### src/verilog/lsi2c_pkg.sv
/*
 Constants for the antenna supply serial slave: register indices, field positions,
 reset values and the slave address layout.
 Assumes a single 20 MHz system clock with the serial lines sampled synchronously.
*/
// Summary of operation
// - write is start, chip address with direction 0, register address, data bytes.
// - each further written byte goes to the next register, pointer advancing.
// - write runs until stop; stop may follow any acknowledge.
// - slave acknowledges every byte received when addressed.
// - access may start at any register named by the register address byte.
// - after address ack send register; continue while master acknowledges low.
// - data registers read back the byte last written.
// - register 0x2 bits 0-3 select output voltage; bits 4-7 reserved zero.
// - control registers 0x2, 0x3, 0x4 clear to zero at reset.
// - register 0x3 bit 0 enables tone output, gated by tone input pin.
// - register 0x3 bit 1 selects low power mode, only with tone disabled; the bit is passed to the output as written, whatever bit 0 holds.
// - register 0x3 bit 2 picks tone pin as 22 kHz signal, else envelope.
// - register 0x4 bit 0 selects lower output current limit range.
// - register 0x4 bit 1 selects 2.5 A switch limit, else 4 A.
// - register 0x4 bit 2 disables pulsed output current limiting.
// - register 0x4 bit 3 selects 180 ms pulsed on-time, else 90 ms.
package lsi2c_pkg;
    localparam logic [7:0] REG_OUT_VOLT = 8'h02;
    localparam logic [7:0] REG_TONE_PWR = 8'h03;
    localparam logic [7:0] REG_CUR_LIM = 8'h04;
    localparam logic [7:0] RESET_VALUE = 8'h00;
    localparam logic [7:0] OUT_VOLT_MASK = 8'h0F;
    localparam logic [7:0] TONE_PWR_MASK = 8'h07;
    localparam logic [7:0] CUR_LIM_MASK = 8'h0F;
    localparam int TONE_EN_BIT = 0;
    localparam int LOW_PWR_BIT = 1;
    localparam int TONE_SRC_BIT = 2;
    localparam int RANGE_BIT = 0;
    localparam int SW_LIM_BIT = 1;
    localparam int PULSE_DIS_BIT = 2;
    localparam int PULSE_TIME_BIT = 3;
    // upper six address bits arbitrary; the low one comes from the select pin
    localparam logic [5:0] CHIP_ADDR_HI = 6'h04;
    localparam logic [2:0] BIT_LAST = 3'h7;
endpackage

### src/verilog/lsi2c_regs.sv
/*
 Serial slave and its three control registers for an antenna supply controller.
 Assumes scl and sda inputs already synchronous to i_clk, sampled far faster than the bus rate,
 with an external pull-up resolving the open-drain sda.
*/
`timescale 1ns/10ps
module lsi2c_regs (
    input wire logic i_clk,
    input wire logic i_srst,
    input wire logic i_scl,
    input wire logic i_sda,
    input wire logic i_addr_sel,
    input wire logic i_tone_input_pin,
    output logic o_sda_out,
    output logic o_sda_oe,
    output logic [3:0] o_out_volt_sel,
    output logic o_tone_output_enable,
    output logic o_tone_gate,
    output logic o_low_power_select,
    output logic o_tone_input_source_select,
    output logic o_output_limit_range,
    output logic o_switch_current_limit_select,
    output logic o_pulsed_limit_disable,
    output logic o_pulse_time_long
);
    typedef enum logic [2:0] {
        ST_IDLE, ST_ADDR, ST_REG, ST_WDATA, ST_RDATA, ST_ACK, ST_MACK
    } lsi2c_state_type;

    // read path: unmapped and status addresses return zero here
    function automatic logic [7:0] read_reg(input logic [7:0] idx, input logic [7:0] r2,
                                            input logic [7:0] r3, input logic [7:0] r4);
        unique case (idx)
            lsi2c_pkg::REG_OUT_VOLT: read_reg = r2;
            lsi2c_pkg::REG_TONE_PWR: read_reg = r3;
            lsi2c_pkg::REG_CUR_LIM: read_reg = r4;
            default: read_reg = 8'h00;
        endcase
    endfunction

    // control registers sit at consecutive addresses from the first one
    localparam int CTL_COUNT = int'(lsi2c_pkg::REG_CUR_LIM - lsi2c_pkg::REG_OUT_VOLT) + 1;

    // field bits per control register, by position in the bank
    function automatic logic [7:0] ctl_mask(input int idx);
        unique case (idx)
            0: ctl_mask = lsi2c_pkg::OUT_VOLT_MASK;
            1: ctl_mask = lsi2c_pkg::TONE_PWR_MASK;
            default: ctl_mask = lsi2c_pkg::CUR_LIM_MASK;
        endcase
    endfunction

    function automatic logic wr_hit(input logic [7:0] idx, input int pos);
        wr_hit = idx == (lsi2c_pkg::REG_OUT_VOLT + 8'(pos));
    endfunction

    lsi2c_state_type state, next_state, ret_state, next_ret_state;
    logic scl_d, sda_d, next_scl_d, next_sda_d;
    logic scl_rise, scl_fall, start_seen, stop_seen;
    logic [7:0] shreg, next_shreg;
    logic [2:0] bitcnt, next_bitcnt;
    // set by the first bit of a byte, so the fall right after start is no byte end
    logic got_bits, next_got_bits;
    logic byte_end;
    logic addr_match;
    logic [7:0] ptr, next_ptr;
    logic sda_oe, next_sda_oe;
    logic [7:0] rd_byte;
    logic wr_en;
    logic [7:0] wr_idx;
    logic [7:0] wr_data;
    logic [7:0] ctl_q [CTL_COUNT];
    logic [7:0] next_ctl [CTL_COUNT];
    logic [7:0] reg2, reg3, reg4;
    logic tone_gate, next_tone_gate;

    // one-cycle history of both lines; edges and bus conditions come from it
    always_comb begin
        next_scl_d = i_scl;
        next_sda_d = i_sda;
    end

    always_ff @(posedge i_clk) begin
        if (i_srst) begin
            // idle-high values, so no false edge or start follows reset
            scl_d <= 1'b1;
            sda_d <= 1'b1;
        end else begin
            scl_d <= next_scl_d;
            sda_d <= next_sda_d;
        end
    end

    assign scl_rise = i_scl & ~scl_d;
    assign scl_fall = ~i_scl & scl_d;
    assign start_seen = i_scl & scl_d & sda_d & ~i_sda;
    assign stop_seen = i_scl & scl_d & ~sda_d & i_sda;
    // bitcnt wraps to zero after the eighth rise; the next fall ends the byte
    assign byte_end = scl_fall & got_bits & (bitcnt == 3'h0);
    assign addr_match = shreg[7:1] == {lsi2c_pkg::CHIP_ADDR_HI, i_addr_sel};
    assign rd_byte = read_reg(ptr, reg2, reg3, reg4);

    // bus protocol: byte framing, pointer, acknowledge and read data drive
    always_comb begin
        next_state = state;
        next_ret_state = ret_state;
        next_shreg = shreg;
        next_bitcnt = bitcnt;
        next_got_bits = got_bits;
        next_ptr = ptr;
        next_sda_oe = sda_oe;
        wr_en = 1'b0;
        wr_idx = ptr;
        wr_data = shreg;
        if (start_seen) begin
            // repeated start tolerated though the master should stop first
            next_state = ST_ADDR;
            next_bitcnt = 3'h0;
            next_got_bits = 1'b0;
            next_sda_oe = 1'b0;
        end else if (stop_seen) begin
            next_state = ST_IDLE;
            next_bitcnt = 3'h0;
            next_got_bits = 1'b0;
            next_sda_oe = 1'b0;
        end else begin
            unique case (state)
                ST_IDLE: begin
                    next_sda_oe = 1'b0;
                end
                ST_ADDR, ST_REG, ST_WDATA: begin
                    if (scl_rise) begin
                        next_shreg = {shreg[6:0], i_sda};
                        next_bitcnt = bitcnt + 3'h1;
                        next_got_bits = 1'b1;
                    end
                    if (byte_end) begin
                        next_got_bits = 1'b0;
                    end
                    if (byte_end && state == ST_ADDR) begin
                        if (addr_match) begin
                            next_sda_oe = 1'b1;
                            next_ret_state = shreg[0] ? ST_RDATA : ST_REG;
                            next_state = ST_ACK;
                        end else begin
                            // not ours: silent until the next start
                            next_state = ST_IDLE;
                        end
                    end else if (byte_end && state == ST_REG) begin
                        next_ptr = shreg;
                        next_sda_oe = 1'b1;
                        next_ret_state = ST_WDATA;
                        next_state = ST_ACK;
                    end else if (byte_end) begin
                        // stored before the ack, so a stop right after keeps it
                        wr_en = 1'b1;
                        next_ptr = ptr + 8'h01;
                        next_sda_oe = 1'b1;
                        next_ret_state = ST_WDATA;
                        next_state = ST_ACK;
                    end
                end
                ST_ACK: begin
                    // ack held low through the ninth clock; on its fall released, or for a read driven with the first data bit
                    if (scl_fall) begin
                        next_bitcnt = 3'h0;
                        next_state = ret_state;
                        if (ret_state == ST_RDATA) begin
                            next_shreg = rd_byte;
                            next_sda_oe = ~rd_byte[7];
                            next_ptr = ptr + 8'h01;
                        end else begin
                            next_sda_oe = 1'b0;
                        end
                    end
                end
                ST_RDATA: begin
                    if (scl_fall) begin
                        if (bitcnt == lsi2c_pkg::BIT_LAST) begin
                            // let go for the master's acknowledge
                            next_sda_oe = 1'b0;
                            next_state = ST_MACK;
                        end else begin
                            next_shreg = {shreg[6:0], 1'b0};
                            next_sda_oe = ~shreg[6];
                            next_bitcnt = bitcnt + 3'h1;
                        end
                    end
                end
                ST_MACK: begin
                    if (scl_rise) begin
                        next_ret_state = i_sda ? ST_IDLE : ST_RDATA;
                    end
                    if (scl_fall && ret_state == ST_RDATA) begin
                        next_bitcnt = 3'h0;
                        next_shreg = rd_byte;
                        next_sda_oe = ~rd_byte[7];
                        next_ptr = ptr + 8'h01;
                        next_state = ST_RDATA;
                    end else if (scl_fall) begin
                        next_state = ST_IDLE;
                    end
                end
                default: begin
                    next_state = ST_IDLE;
                end
            endcase
        end
    end

    always_ff @(posedge i_clk) begin
        if (i_srst) begin
            state <= ST_IDLE;
            ret_state <= ST_IDLE;
            shreg <= 8'h00;
            bitcnt <= 3'h0;
            got_bits <= 1'b0;
            ptr <= 8'h00;
            sda_oe <= 1'b0;
        end else begin
            state <= next_state;
            ret_state <= next_ret_state;
            shreg <= next_shreg;
            bitcnt <= next_bitcnt;
            got_bits <= next_got_bits;
            ptr <= next_ptr;
            sda_oe <= next_sda_oe;
        end
    end

    // register bank; writes to unmapped addresses hit nothing and are dropped
    for (genvar g = 0; g < CTL_COUNT; g++) begin : g_ctl
        always_comb begin
            next_ctl[g] = ctl_q[g];
            if (wr_en && wr_hit(wr_idx, g)) begin
                // reserved bits stored as zero whatever the master sends
                next_ctl[g] = wr_data & ctl_mask(g);
            end
        end

        always_ff @(posedge i_clk) begin
            if (i_srst) begin
                ctl_q[g] <= lsi2c_pkg::RESET_VALUE;
            end else begin
                ctl_q[g] <= next_ctl[g];
            end
        end
    end

    assign reg2 = ctl_q[0];
    assign reg3 = ctl_q[1];
    assign reg4 = ctl_q[2];

    // tone gate: pin drives tone only while enabled
    always_comb begin
        next_tone_gate = reg3[lsi2c_pkg::TONE_EN_BIT] & i_tone_input_pin;
    end

    always_ff @(posedge i_clk) begin
        if (i_srst) begin
            tone_gate <= 1'b0;
        end else begin
            tone_gate <= next_tone_gate;
        end
    end

    // open drain: the pin is only ever pulled low
    assign o_sda_out = 1'b0;
    assign o_sda_oe = sda_oe;
    assign o_out_volt_sel = reg2[3:0];
    assign o_tone_output_enable = reg3[lsi2c_pkg::TONE_EN_BIT];
    assign o_tone_gate = tone_gate;
    // low power is passed as written; pairing it with tone off is the master's duty
    assign o_low_power_select = reg3[lsi2c_pkg::LOW_PWR_BIT];
    assign o_tone_input_source_select = reg3[lsi2c_pkg::TONE_SRC_BIT];
    assign o_output_limit_range = reg4[lsi2c_pkg::RANGE_BIT];
    assign o_switch_current_limit_select = reg4[lsi2c_pkg::SW_LIM_BIT];
    assign o_pulsed_limit_disable = reg4[lsi2c_pkg::PULSE_DIS_BIT];
    assign o_pulse_time_long = reg4[lsi2c_pkg::PULSE_TIME_BIT];
endmodule // lsi2c_regs

### config.mk
export PLATFORM = sky130hd
export DESIGN_NAME = lsi2c_regs
export DESIGN_NICKNAME = d
export VERILOG_FILES = /design/src/verilog/lsi2c_pkg.sv /design/src/verilog/lsi2c_regs.sv
export SDC_FILE = /design/constraint.sdc
export NUM_CORES = 1
export LEC_CHECK = 0
export BUFFER_PORTS_ARGS = -buffer_cell sky130_fd_sc_hd__buf_4
export CAP_MARGIN = 40
export CORE_UTILIZATION = 40
export DETAILED_ROUTE_END_ITERATION = 8
export GPL_TIMING_DRIVEN = 0
export PLACE_DENSITY = 0.55
export SLEW_MARGIN = 15
export SYNTH_ARGS = -nofsm -noshare
export SYNTH_HDL_FRONTEND = slang
export SYNTH_SLANG_ARGS = --single-unit
### constraint.sdc
create_clock -name i_clk -period 4.73 [get_ports i_clk]
set_input_delay 0.946 -clock i_clk [delete_from_list [all_inputs] [get_ports i_clk]]
set_output_delay 0.946 -clock i_clk [all_outputs]
set_load 0.03 [all_outputs]
==> impl_metrics.json <==
{
  "status": "finished clean",
  "area_growth_pct": 13.7,
  "tightest_slew_ns": 0.708,
  "grt_max_degree": 15,
  "yosysMostFrequentCell": "dfxtp_1",
  "setup_violations": 0,
  "cts_buffers": 5,
  "die_x_um": 80.9,
  "cts.sinks": 41,
  "synth_cell_type_count": 56,
  "routed_wl_um": 6460,
  "cp_max_fo": 10,
  "finalInstanceArea_mm2": 0.00283,
  "grt_overflow": 0,
  "cp_slowest_cell": "nor4_4",
  "yosys.area.top_type_share_pct": 32.9,
  "leakagePower_nw": 0.977,
  "postPlaceCellArea_mm2": 0.00272,
  "peakVddDrop_mv": 0.164,
  "cts_setup_buffers": 0,
  "rsz0062_at_grt": "no",
  "wl_per_cell_um": 16.2,
  "synthesis.nets": 311,
  "dieArea_mm2": 0.00655,
  "initial_core_util_pct": 41.8,
  "synth_top_area_cell": "dfxtp_1",
  "clk_pin_slew_worst_paths_ns": 0.08,
  "crit_type": "in2reg",
  "ant_nets": 0,
  "dpl.hpwl_um": 4730,
  "worstSkewPairLatency_ns": 0.30,
  "cts_tree": "done",
  "cts_resized": 0,
  "path_cells": "buf_4, nand2b_1, buf_2, o21a_1, nor4_4, buf_6, mux2i_1, nor2_1",
  "htreeDepth": 2,
  "grt_use_total_pct": 21.4,
  "routed_via_density": 5.52,
  "hold_path.class": "reg2reg",
  "drive_gt1_share_pct": 16.6,
  "clock_path_buffers": 2,
  "fin_crit_sh_pct": 47.3,
  "synth_area_leaders": "dfxtp_1 (33%), mux2i_1 (7.6%), nor2_1 (5.3%), nand3_1 (4.0%), a21oi_1 (3.8%)",
  "core-area_mm2": 0.00596,
  "nets": 336,
  "cap_violations": 0,
  "fmax_ghz": 0.447,
  "grt_pass1_vias": 1988,
  "synthArstFlopShare_pct": 0,
  "synthTopCellsByCount": "dfxtp_1 (41), nor2_1 (35), nand2_1 (25)",
  "syn_area_mm2": 0.00249,
  "busiest_layer": "met1",
  "dp_slack_ns": 2.19,
  "port-buffer-count": 18,
  "first_pass_iters": 5,
  "slew_headroom_pct": 52.5,
  "slowest_delay_ns": 0.33,
  "crit_family": "buffers and inverters",
  "use_met1_pct": 32.5,
  "report.final.slew_viol_count": 0,
  "fin_crit_ns": 2.24,
  "grtUsageMet3_pct": 3.93,
  "synth_edf_count": 0,
  "ios": 20,
  "skew_ns": 0.0110,
  "drtIter0Drc": 223,
  "n_antenna_cell": 0,
  "finalSetupTns_ns": 0,
  "gp_congestion": 0.871,
  "avgSynthCellArea_um2": 8.33,
  "yosys_warnings": 0,
  "use_met2_pct": 30.2,
  "rows": 28,
  "synthFlopType": "dfxtp_1",
  "cp-end-kind": "register",
  "grt_pass1_wl_um": 10500,
  "ctsHoldBuffers": 0,
  "yosysSeqAreaShare_pct": 32.9,
  "drcViolationCount": 0,
  "netlist_instances": 299,
  "cp.buffers_inverters": 3,
  "die_h_um": 80.9,
  "cts_root_buffer": "clkbuf_8",
  "critical_path_arrival_ns": 2.41,
  "hold_viol": 0,
  "vias": 2208,
  "p_per_area_mw_per_mm2": 249,
  "start_kind": "primary input",
  "ys_ff_latch": 41,
  "critPathRequiredTime_ns": 4.90,
  "antenna_found_initial": 0,
  "layout_setup_ws_ns": 2.49
}
==> worst min-delay path, delay by kind of cell, from the launching register on <==
family,cells,cell delay [ns]
DFF,1,0.33
muxes,1,0.05
and+or+nand+nor,1,0.06
==> layer usage <==
layer	wire length (um)	part of all wire, %
met2	2670	41
met1	3370	52
met5	0	0
met3	334	5.2
met4	82	1.3
==> worst paths after layout <==
check / cells after the start / slack, ns / start / endpoint
worst min-delay path: 2 / 0.48 / bitcnt[1]$_SDFFE_PP0P_ / bitcnt[1]$_SDFFE_PP0P_
worst max-delay path: 8 / 2.49 / i_scl / shreg[4]$_SDFFE_PP0P_
worst min register to register: 2 / 0.48 / bitcnt[1]$_SDFFE_PP0P_ / bitcnt[1]$_SDFFE_PP0P_
worst max register to register: 6 / 2.76 / shreg[1]$_SDFFE_PP0P_ / o_sda_oe$_SDFFE_PP0P_
==> cell type report <==
class	count	area [um2]
fill	613	3120
multi-input combinational	228	1520
sequential	41	821
timing repair buffer	18	135
buffer	18	109
tap	75	93.8
clock buffer	5	68.8
inverter	12	45.0
clock inverter	3	43.8
==> placed cells by master, fill, tap and decap left out, types with 2 or more instances in the layout <==
| cell type | count |
|---|---|
| a21boi_0 | 4 |
| nor3_1 | 4 |
| nor4_4 | 4 |
| mux2i_1 | 19 |
| nand3_1 | 20 |
| and2_1 | 5 |
| or2_2 | 2 |
| a211oi_1 | 4 |
| and3_1 | 3 |
| buf_4 | 20 |
| or3_1 | 3 |
| xnor2_1 | 2 |
| a21oi_1 | 19 |
| clkbuf_8 | 5 |
| clkbuf_1 | 6 |
| a32oi_1 | 2 |
| a311oi_1 | 3 |
| nor2_1 | 35 |
| nand2b_1 | 4 |
| nand2_1 | 25 |
| o21ai_0 | 17 |
| dfxtp_1 | 41 |
| a22oi_1 | 5 |
| nand4_1 | 5 |
| nor2b_1 | 4 |
| nor3b_1 | 2 |
| buf_2 | 8 |
| inv_1 | 12 |
| o21a_1 | 5 |
| ha_1 | 6 |
| or4_1 | 2 |
==> per-stage QoR <==
step                      instances  hold slack (ns)  total power, mW  utilization [%]
final                           400            0.480            0.704             47.6
after floorplan                 299            0.455            0.399                -
after detailed placement        392            0.474            0.416             45.7
after CTS                       400            0.488            0.711             47.6
after global placement          392            0.468            0.417             45.7
after global routing            400            0.512            0.734             47.6
==> kinds of logic after synthesis <==
| kind of cell | count (synthesis) | share of synthesized area [%] |
|---|---|---|
| multiplexers | 20 | 8.09 |
| flip-flops | 41 | 32.9 |
| AO/OA/AOI/OAI | 72 | 19.3 |
| AND/OR/NAND/NOR | 127 | 29.6 |
| adder cells (fa/ha/maj) | 6 | 3.01 |
| other | 1 | 0.151 |
| XOR/XNOR | 2 | 0.703 |
| buffers and inverters | 30 | 6.18 |
==> power by group <==
| group | switching [mW] | internal, mW | leakage (nW) |
|---|---|---|---|
| combinational | 0.0357 | 0.0205 | 0.587 |
| sequential | 0.00436 | 0.348 | 0.331 |
| clock | 0.137 | 0.158 | 0.0585 |
| total | 0.177 | 0.527 | 0.977 |
==> flip-flops by register name, indices dropped and copies added (netlist names) <==
register	cells
o_sda_oe	1
ptr	8
o_tone_gate	1
got_bits	1
scl_d	1
sda_d	1
bitcnt	3
state	3
ret_state	3
shreg	8
ctl_q	11
(Power assumes the default switching activity.)
